==> src/ulc_consts.svh <==
// constants for the uart line control block
`ifndef ULC_CONSTS_SVH
`define ULC_CONSTS_SVH

// register offsets on the plain register port
`define ULC_ADDR_W          12
`define ULC_OFS_BREAK       12'h00A
`define ULC_OFS_TURN        12'h00B
`define ULC_OFS_PINFN       12'h00C

// reset values
`define ULC_RST_BREAK       16'h0000
`define ULC_RST_TURN        4'h0
`define ULC_RST_PINFN       10'h300

// break duration codes
`define ULC_BRK_FOREVER     16'hFFFF
`define ULC_BRK_STOP        16'h0000

// field positions inside the pin function and turnaround registers
`define ULC_FN_RXT_BIT      9
`define ULC_FN_TXT_BIT      8
`define ULC_FN_CLK_BIT      7
`define ULC_FN_ROLE_HI      6
`define ULC_FN_ROLE_LO      5
`define ULC_FN_ALT_BIT      4
`define ULC_FN_POL_BIT      3
`define ULC_FN_MODE_HI      2
`define ULC_FN_MODE_LO      0
`define ULC_TURN_HI         3
`define ULC_FN_HI           9

// low mode field codes
`define ULC_MODE_GPIO       3'h0
`define ULC_MODE_RTS_CTS    3'h1
`define ULC_MODE_DTR_DSR    3'h2
`define ULC_MODE_DIR_TX     3'h3
`define ULC_MODE_DIR_MATCH  3'h4

// alternate direction pin role codes
`define ULC_ROLE_GPIO       2'h0
`define ULC_ROLE_DIR_TX     2'h1
`define ULC_ROLE_DIR_MATCH  2'h2

// pin indices
`define ULC_PIN_DSR         2
`define ULC_PIN_DTR         3
`define ULC_PIN_CTS         4
`define ULC_PIN_PRIM        5
`define ULC_PIN_CLK         6
`define ULC_PIN_ALT         7
`define ULC_PIN_TXT         8
`define ULC_PIN_RXT         9

// timing
`define ULC_CLK_PERIOD_NS   8
`define ULC_BRK_TICK_NS     1000000
`define ULC_MS_CYCLES       (`ULC_BRK_TICK_NS / `ULC_CLK_PERIOD_NS)

`endif

==> src/ulc_pkg.sv <==
// types shared by the uart line control block
package ulc_pkg;

	typedef enum logic [1:0] {
		BRK_IDLE,
		BRK_WAIT_CHAR,
		BRK_SEND
	} ulc_brk_e;

	typedef struct packed {
		logic        wr;
		logic        rd;
		logic [11:0] addr;
		logic [15:0] wdata;
	} ulc_req_s;

	// same bit order as the pin function register, bit 9 first
	typedef struct packed {
		logic       rx_tgl;
		logic       tx_tgl;
		logic       clk_en;
		logic [1:0] alt_role;
		logic       alt_pin;
		logic       pol_high;
		logic [2:0] mode;
	} ulc_pinfn_s;

	typedef struct packed {
		logic [9:0] out;
		logic [9:0] oe;
	} ulc_pins_s;

	typedef struct packed {
		logic rx_tgl;
		logic tx_tgl;
		logic clk;
		logic rts_n;
		logic dtr_n;
		logic addr_match;
	} ulc_alt_s;

endpackage

==> src/ulc_dncnt.sv <==
// loadable down-counter used for the break duration
`timescale 1ns/1ps
module ulc_dncnt #(
	parameter int W = 16
) (
	input  wire logic         mclk,
	input  wire logic         rst_n,
	input  wire logic         ce,
	input  wire logic         load,
	input  wire logic [W-1:0] load_val,
	input  wire logic         dec,
	output logic      [W-1:0] val,
	output logic              zero
);

	generate
		if (W < 2) begin : g_chk
			$error("ulc_dncnt needs at least two bits");
		end
	endgenerate

	logic [W-1:0] val_r;

	// load wins over a decrement in the same cycle
	always_ff @(posedge mclk) begin
		if (!rst_n)
			val_r <= '0;
		else if (ce) begin
			if (load)
				val_r <= load_val;
			else if (dec && val_r != '0)
				val_r <= val_r - {{(W-1){1'b0}}, 1'b1};
		end
	end

	assign val  = val_r;
	assign zero = (val_r == '0);

endmodule // ulc_dncnt

==> src/ulc_dir_en.sv <==
// direction enable hold with bit-time turnaround delay
`timescale 1ns/1ps
module ulc_dir_en #(
	parameter int DW = 4
) (
	input  wire logic          mclk,
	input  wire logic          rst_n,
	input  wire logic          ce,
	input  wire logic          tx_active,
	input  wire logic          bit_tick,
	input  wire logic [DW-1:0] delay,
	output logic               dir_tx
);

	generate
		if (DW < 1) begin : g_chk
			$error("ulc_dir_en needs a delay field");
		end
	endgenerate

	logic [DW-1:0] hold_r;
	logic          dir_tx_r;

	// reloaded every cycle of the frame, so counting starts after stop bit
	always_ff @(posedge mclk) begin
		if (!rst_n)
			hold_r <= '0;
		else if (ce) begin
			if (tx_active)
				hold_r <= delay;
			else if (bit_tick && hold_r != '0)
				hold_r <= hold_r - {{(DW-1){1'b0}}, 1'b1};
		end
	end

	always_ff @(posedge mclk) begin
		if (!rst_n)
			dir_tx_r <= 1'b0;
		else if (ce)
			dir_tx_r <= tx_active | (hold_r != '0);
	end

	assign dir_tx = dir_tx_r;

endmodule // ulc_dir_en

==> src/ulc_line_ctrl.sv <==
// uart break, turnaround and pin function control
`timescale 1ns/1ps
`include "ulc_consts.svh"

module ulc_line_ctrl import ulc_pkg::*; #(
	parameter int MS_CYCLES = `ULC_MS_CYCLES,
	parameter int BRK_W     = 16,
	parameter int TURN_W    = 4
) (
	input  wire logic        mclk,
	input  wire logic        rst_n,
	input  wire logic        ce,
	input  ulc_req_s         req,
	output logic      [15:0] rdata,
	input  wire logic        tx_busy,
	input  wire logic        tx_active,
	input  wire logic        bit_tick,
	output logic             tx_break,
	output logic             tx_hold,
	input  ulc_alt_s         alt,
	input  ulc_pins_s        gpio_sw,
	input  wire logic  [9:0] gpio_in,
	output ulc_pins_s        pins,
	output logic       [9:0] pin_alt,
	output logic             cts_n,
	output logic             dsr_n
);

	localparam int MS_W = $clog2(MS_CYCLES);

	generate
		if (MS_CYCLES < 2) begin : g_chk_ms
			$error("ulc_line_ctrl needs MS_CYCLES of at least 2");
		end
		if (BRK_W != 16) begin : g_chk_brk
			$error("ulc_line_ctrl break register is 16 bits");
		end
		if (TURN_W != `ULC_TURN_HI + 1) begin : g_chk_turn
			$error("ulc_line_ctrl turnaround field is 4 bits");
		end
	endgenerate

	// register port decode

	logic wr_break;
	logic wr_turn;
	logic wr_pinfn;

	assign wr_break = req.wr && (req.addr == `ULC_OFS_BREAK);
	assign wr_turn  = req.wr && (req.addr == `ULC_OFS_TURN);
	assign wr_pinfn = req.wr && (req.addr == `ULC_OFS_PINFN);

	// configuration registers

	logic       [TURN_W-1:0] turn_r;
	ulc_pinfn_s              pinfn_r;

	always_ff @(posedge mclk) begin
		if (!rst_n)
			turn_r <= `ULC_RST_TURN;
		else if (ce && wr_turn)
			turn_r <= req.wdata[`ULC_TURN_HI:0];
	end

	always_ff @(posedge mclk) begin
		if (!rst_n)
			pinfn_r <= ulc_pinfn_s'(`ULC_RST_PINFN);
		else if (ce && wr_pinfn)
			pinfn_r <= ulc_pinfn_s'(req.wdata[`ULC_FN_HI:0]);
	end

	// millisecond tick from the core clock

	logic [MS_W-1:0] ms_cnt_r;
	logic            ms_tick;

	assign ms_tick = (ms_cnt_r == MS_W'(MS_CYCLES - 1));

	// restart on a duration write so the first step is a full millisecond
	always_ff @(posedge mclk) begin
		if (!rst_n)
			ms_cnt_r <= '0;
		else if (ce) begin
			if (wr_break || ms_tick)
				ms_cnt_r <= '0;
			else
				ms_cnt_r <= ms_cnt_r + MS_W'(1);
		end
	end

	// break duration counter

	logic [BRK_W-1:0] brk_val;
	logic             brk_zero;
	logic             brk_forever;
	logic             brk_dec;
	ulc_brk_e         brk_st_r;

	assign brk_forever = (brk_val == `ULC_BRK_FOREVER);
	// counting only while the line is actually in break
	assign brk_dec = ms_tick && (brk_st_r == BRK_SEND)
		&& !brk_forever;

	ulc_dncnt #(
		.W        (BRK_W)
	) u_brk_cnt (
		.mclk     (mclk),
		.rst_n    (rst_n),
		.ce       (ce),
		.load     (wr_break),
		.load_val (req.wdata[BRK_W-1:0]),
		.dec      (brk_dec),
		.val      (brk_val),
		.zero     (brk_zero)
	);

	// break sequencing

	always_ff @(posedge mclk) begin
		if (!rst_n)
			brk_st_r <= BRK_IDLE;
		else if (ce) begin
			if (wr_break) begin
				if (req.wdata[BRK_W-1:0] == `ULC_BRK_STOP)
					brk_st_r <= BRK_IDLE;
				else
					brk_st_r <= BRK_WAIT_CHAR;
			end else begin
				case (brk_st_r)
					BRK_IDLE: begin
						brk_st_r <= BRK_IDLE;
					end
					BRK_WAIT_CHAR: begin
						// character finish is far below a millisecond
						if (!tx_busy)
							brk_st_r <= BRK_SEND;
					end
					BRK_SEND: begin
						if (brk_zero)
							brk_st_r <= BRK_IDLE;
					end
					default: begin
						brk_st_r <= BRK_IDLE;
					end
				endcase
			end
		end
	end

	logic tx_break_r;

	always_ff @(posedge mclk) begin
		if (!rst_n)
			tx_break_r <= 1'b0;
		else if (ce)
			tx_break_r <= (brk_st_r == BRK_SEND) && !brk_zero;
	end

	assign tx_break = tx_break_r;
	// keeps the transmitter from starting a new character meanwhile
	assign tx_hold  = (brk_st_r != BRK_IDLE);

	// direction enable with turnaround

	logic dir_tx;

	ulc_dir_en #(
		.DW        (TURN_W)
	) u_dir_en (
		.mclk      (mclk),
		.rst_n     (rst_n),
		.ce        (ce),
		.tx_active (tx_active),
		.bit_tick  (bit_tick),
		.delay     (turn_r),
		.dir_tx    (dir_tx)
	);

	logic dir_tx_lvl;
	logic dir_match_lvl;

	// enable level after polarity; clear bit means active low
	assign dir_tx_lvl    = pinfn_r.pol_high ? dir_tx : ~dir_tx;
	assign dir_match_lvl = pinfn_r.pol_high ? alt.addr_match
		: ~alt.addr_match;

	// pin function mux

	ulc_pins_s pins_nxt;
	logic [9:0] alt_nxt;
	logic       cts_nxt;
	logic       dsr_nxt;

	always_comb begin
		pins_nxt = gpio_sw;
		alt_nxt  = '0;
		cts_nxt  = 1'b1;
		dsr_nxt  = 1'b1;
		if (pinfn_r.rx_tgl) begin
			pins_nxt.out[`ULC_PIN_RXT] = alt.rx_tgl;
			pins_nxt.oe[`ULC_PIN_RXT]  = 1'b1;
			alt_nxt[`ULC_PIN_RXT]      = 1'b1;
		end
		if (pinfn_r.tx_tgl) begin
			pins_nxt.out[`ULC_PIN_TXT] = alt.tx_tgl;
			pins_nxt.oe[`ULC_PIN_TXT]  = 1'b1;
			alt_nxt[`ULC_PIN_TXT]      = 1'b1;
		end
		if (pinfn_r.clk_en) begin
			pins_nxt.out[`ULC_PIN_CLK] = alt.clk;
			pins_nxt.oe[`ULC_PIN_CLK]  = 1'b1;
			alt_nxt[`ULC_PIN_CLK]      = 1'b1;
		end
		// alternate pin only acts when selected; reserved role stays gpio
		if (pinfn_r.alt_pin) begin
			case (pinfn_r.alt_role)
				`ULC_ROLE_DIR_TX: begin
					pins_nxt.out[`ULC_PIN_ALT] = dir_tx_lvl;
					pins_nxt.oe[`ULC_PIN_ALT]  = 1'b1;
					alt_nxt[`ULC_PIN_ALT]      = 1'b1;
				end
				`ULC_ROLE_DIR_MATCH: begin
					pins_nxt.out[`ULC_PIN_ALT] = dir_match_lvl;
					pins_nxt.oe[`ULC_PIN_ALT]  = 1'b1;
					alt_nxt[`ULC_PIN_ALT]      = 1'b1;
				end
				default: begin
					alt_nxt[`ULC_PIN_ALT] = 1'b0;
				end
			endcase
		end
		// reserved mode codes leave the modem pins as gpio
		case (pinfn_r.mode)
			`ULC_MODE_RTS_CTS: begin
				pins_nxt.out[`ULC_PIN_PRIM] = alt.rts_n;
				pins_nxt.oe[`ULC_PIN_PRIM]  = 1'b1;
				pins_nxt.oe[`ULC_PIN_CTS]   = 1'b0;
				alt_nxt[`ULC_PIN_PRIM]      = 1'b1;
				alt_nxt[`ULC_PIN_CTS]       = 1'b1;
				cts_nxt = gpio_in[`ULC_PIN_CTS];
			end
			`ULC_MODE_DTR_DSR: begin
				pins_nxt.out[`ULC_PIN_DTR] = alt.dtr_n;
				pins_nxt.oe[`ULC_PIN_DTR]  = 1'b1;
				pins_nxt.oe[`ULC_PIN_DSR]  = 1'b0;
				alt_nxt[`ULC_PIN_DTR]      = 1'b1;
				alt_nxt[`ULC_PIN_DSR]      = 1'b1;
				dsr_nxt = gpio_in[`ULC_PIN_DSR];
			end
			`ULC_MODE_DIR_TX: begin
				pins_nxt.out[`ULC_PIN_PRIM] = dir_tx_lvl;
				pins_nxt.oe[`ULC_PIN_PRIM]  = 1'b1;
				alt_nxt[`ULC_PIN_PRIM]      = 1'b1;
			end
			`ULC_MODE_DIR_MATCH: begin
				pins_nxt.out[`ULC_PIN_PRIM] = dir_match_lvl;
				pins_nxt.oe[`ULC_PIN_PRIM]  = 1'b1;
				alt_nxt[`ULC_PIN_PRIM]      = 1'b1;
			end
			default: begin
				cts_nxt = 1'b1;
			end
		endcase
	end

	ulc_pins_s  pins_r;
	logic [9:0] pin_alt_r;
	logic       cts_n_r;
	logic       dsr_n_r;

	// one flop of latency on every pin, traded for glitch-free outputs
	always_ff @(posedge mclk) begin
		if (!rst_n) begin
			pins_r    <= '0;
			pin_alt_r <= '0;
		end else if (ce) begin
			pins_r    <= pins_nxt;
			pin_alt_r <= alt_nxt;
		end
	end

	always_ff @(posedge mclk) begin
		if (!rst_n) begin
			cts_n_r <= 1'b1;
			dsr_n_r <= 1'b1;
		end else if (ce) begin
			cts_n_r <= cts_nxt;
			dsr_n_r <= dsr_nxt;
		end
	end

	assign pins    = pins_r;
	assign pin_alt = pin_alt_r;
	assign cts_n   = cts_n_r;
	assign dsr_n   = dsr_n_r;

	// read data, valid the cycle after the read strobe

	logic [15:0] rdata_r;
	logic [15:0] rdata_nxt;

	always_comb begin
		rdata_nxt = 16'h0000;
		case (req.addr)
			`ULC_OFS_BREAK: rdata_nxt = brk_val;
			`ULC_OFS_TURN:  rdata_nxt = {12'h000, turn_r};
			`ULC_OFS_PINFN: rdata_nxt = {6'h00, pinfn_r};
			default:        rdata_nxt = 16'h0000;
		endcase
	end

	always_ff @(posedge mclk) begin
		if (!rst_n)
			rdata_r <= 16'h0000;
		else if (ce)
			rdata_r <= req.rd ? rdata_nxt : 16'h0000;
	end

	assign rdata = rdata_r;

endmodule // ulc_line_ctrl

==> config.mk <==
export PLATFORM = sky130hd
export DESIGN_NAME = ulc_line_ctrl
export DESIGN_NICKNAME = d
export VERILOG_FILES = /design/src/ulc_pkg.sv /design/src/ulc_dncnt.sv /design/src/ulc_dir_en.sv /design/src/ulc_line_ctrl.sv
export VERILOG_INCLUDE_DIRS = /design/src
export SDC_FILE = /design/constraint.sdc
export NUM_CORES = 1
export LEC_CHECK = 0
export ABC_AREA = 1
export BUFFER_PORTS_ARGS = -buffer_cell sky130_fd_sc_hd__buf_2
export CORE_ASPECT_RATIO = 2
export CORE_MARGIN = 5
export CORE_UTILIZATION = 40
export CTS_CLUSTER_SIZE = 25
export DETAILED_ROUTE_END_ITERATION = 7
export GPL_TIMING_DRIVEN = 0
export PLACE_DENSITY = 0.6
export SLEW_MARGIN = 20
export SYNTH_ARGS = -nofsm -noshare
export SYNTH_HDL_FRONTEND = slang
export SYNTH_SLANG_ARGS = --single-unit
export TNS_END_PERCENT = 1
==> constraint.sdc <==
create_clock -name mclk -period 2.2 [get_ports mclk]
set_input_delay 0 -clock mclk [delete_from_list [all_inputs] [get_ports mclk]]
set_output_delay 0 -clock mclk [all_outputs]
set_load 0.03 [all_outputs]
==> impl_metrics.ini <==
[grt]
antenna_found_initial = 0
grt_overflow = 0
grt_pass1_wl_um = 28300
gr-usage-all-layers_pct = 23.0
grt_pass1_vias = 5565
grt_max_degree = 18

[power]
power_leakage_uw = 0.00305
switchingPower_uw = 1060
combPwrFrac_pct = 11.7
pwr-share-clk_pct = 39.6
netSwitchingFraction_pct = 27.5
total_power_uw = 3860
peakVddDrop_mv = 0.391
pwr-share-seq_pct = 48.7
power_density_mw_per_mm2 = 590
p_int_uw = 2800

[drt]
route.met2.wl_um = 9890
totalWireLength_um = 18000
routedWlPerCell_um = 16.5
top_layer = met4
met3_length_um = 697
first_iter_violations = 299
wl_met1_um = 6320
drc_errors = 0
drt-pass1-iter-count = 4
viasPerCell = 5.12
ant_nets = 0
vias = 5581

[die]
coreArea_mm2 = 0.0129
die_h_um = 172
die_area_mm2 = 0.0157
row_count = 59
die_w_um = 91.0
initial_core_util_pct = 40.6
ioPinCount = 122

[synthesis]
synthCells = 785
synthTopCellsByArea = dfxtp_1, nand2_1, nor2_1
synth-xor-area-share_pct = 2.00
yosys_warnings = 0
synth_compound_area_share_pct = 14.5
async_flop_share_pct = 0
yosys.area_share.simple_pct = 33.5
synthAdderAreaFrac_pct = 1.67
ys_seq_area_share_pct = 38.1
ys_types = 44
avgSynthCellArea_um2 = 6.69
synth_common_cells = nand2_1, nor2_1, dfxtp_1
yosysMostFrequentCell = nand2_1
synth_top_family_by_area = simple AND/OR/NAND/NOR gates
ys.flop_type = dfxtp_1
synth_area_mm2 = 0.00525
synth_edf_count = 0
synth.top_cell.area_share_pct = 38.1
ys_ff_latch = 100
synth.area.mux_share_pct = 0
synth_top_area_cell = dfxtp_1

[placement]
placed_cells = 1047
place.gp.congestion = 0.874
dp.final_hpwl_um = 14000
numPortBuffers = 109
postPlaceCellArea_mm2 = 0.00599

[critical_path]
critPathLaunchType = flip-flop
end_kind = flip-flop
cp.required_ns = 2.46
slowest_stage = dfxtp_1
crit_chain = inv_1 > ha_1 > nand2_1 > nor2_1 > nand3_1 > nor2_1 > nand2_1 > o21ai_0 > nand2_1 > nand2_1 > nor2_1
cp.arrival_ns = 2.24
critPathMaxFanout = 6
path_common_cell = nand2_1
max_stage_delay_ns = 0.33
critPathKind = flip-flop to flip-flop

[timing]
period_share_pct = 89.8
rsz0062_at_grt = no
slew_headroom_pct = 54.7
setup_violations = 0
final-max-slew-violation-count = 0
period_minus_slack_ns = 1.98
fin_tns_setup_ns = 0
max_clock_freq_ghz = 0.506
whs_ns = -0.00117
skew_ns = 0.00766
hold_viol_final = 1
worst_pin_slew_ns = 0.680

[hold_path]
hold_class = primary input to flip-flop

[clock_tree]
cts.path.max_buffers = 2
clk_pin_slew_ns = 0.07
clkLatencyLatePin_ns = 0.36
cts_resized = 0
cts_made_buffers = 9
cts_root_buf = clkbuf_16
cts_tree = built
postCtsSetupBuffers = 0
hold_buffers = 27
cts_max_level = 3
cts.sinks = 100

[job]
drv_cap = 0

[cells_and_area]
layoutNonFillerInstCount = 1090
fin_nets = 1012
fin_area_mm2 = 0.00654
drive_above_1_share_pct = 17.4
diodes = 0
area_growth_pct = 24.5

[outcome]
failed_checks = hold timing
status = finished with violations
## metal layers
| layer | GRT usage, % | vias up |
|---|---|---|
| li1 | - | 2829 |
| met4 | 14.2 | 0 |
| met5 | 0 | - |
| met3 | 3.40 | 59 |
| met1 | 22.7 | 2531 |
| met2 | 44.1 | 162 |
## critical path, delay by kind of cell (launching register included)
kind                     cells  cell delay [ns]
flip-flops                   1             0.33
adder cells (fa/ha/maj)      1             0.24
AO/OA/AOI/OAI                1             0.09
AND/OR/NAND/NOR              8             1.04
buffers and inverters        1             0.18
## state kept, by name (all words and copies together), names as in the netlist, 2 cells and up
name             cells
brk_st_r             2
pins                20
rdata               16
u_brk_cnt.val       16
pinfn_r             10
pin_alt              7
turn_r               4
ms_cnt_r            17
u_dir_en.hold_r      4
## worst paths after layout
path / start / end / slack [ns] / cells past startpoint
setup / recovery: u_brk_cnt.val[0]$_SDFFE_PN0P_ / u_brk_cnt.val[10]$_SDFFE_PN0P_ / 0.22 / 11
setup reg to reg: u_brk_cnt.val[0]$_SDFFE_PN0P_ / u_brk_cnt.val[10]$_SDFFE_PN0P_ / 0.22 / 11
hold reg to reg: rdata[10]$_SDFFE_PN0P_ / rdata[10]$_SDFFE_PN0P_ / 0.46 / 2
hold / removal: req[5] / pinfn_r[5]$_SDFFE_PN0P_ / -0.001 / 3
## stage by stage
| step | utilization (%) | setup slack [ns] |
|---|---|---|
| after CTS | 50.6 | 0.235 |
| after global routing | 50.6 | 0.0141 |
| after floorplan | - | 0.697 |
| after global placement | 46.4 | 0.274 |
| after detailed placement | 46.4 | 0.246 |
| final | 50.6 | 0.224 |
## cells in the final DEF (no fill, tap or decap), types with 5 or more instances in the layout
cell / n
clkinvlp_4: 5
inv_1: 88
inv_2: 6
xor2_1: 8
nand2_1: 176
buf_6: 6
nor3_1: 19
nor2_1: 122
nand3_1: 53
clkbuf_1: 13
dfxtp_1: 100
o211ai_1: 11
clkbuf_16: 9
dlygate4sd3_1: 27
ha_1: 7
o22ai_1: 6
a21oi_1: 47
buf_2: 114
o21ai_0: 52
nand4_1: 9
o21ai_1: 8
## kinds of logic (layout without fill, tap and decap cells)
| logic type | Yosys count | after routing |
|---|---|---|
| fa+ha+maj | 7 | 7 |
| buf+inv | 125 | 277 |
| compound gates | 137 | 137 |
| simple gates | 403 | 403 |
| xor+xnor | 12 | 12 |
| flops | 100 | 100 |
| other cells | 1 | 2 |
## power groups by stage
| stage | combinational [uW] | clock (uW) | sequential (uW) |
|---|---|---|---|
| after floorplan | 181 | 0 | 1980 |
| after global placement | 414 | 0 | 1920 |
| after detailed placement | 415 | 0 | 1920 |
| after CTS | 454 | 1550 | 1880 |
| after global routing | 499 | 1620 | 1890 |
| final | 452 | 1530 | 1880 |
## final cells by class
type | instances | area [um^2]
Inverter | 95 | 357
Timing Repair Buffer | 136 | 816
Clock buffer | 10 | 229
Tap cell | 152 | 190
Sequential cell | 100 | 2000
Fill cell | 1372 | 6380
Multi-Input combinational cell | 561 | 2720
Buffer | 30 | 175
Clock inverter | 6 | 48.8
No activity file was read; power rests on OpenSTA's default activity.
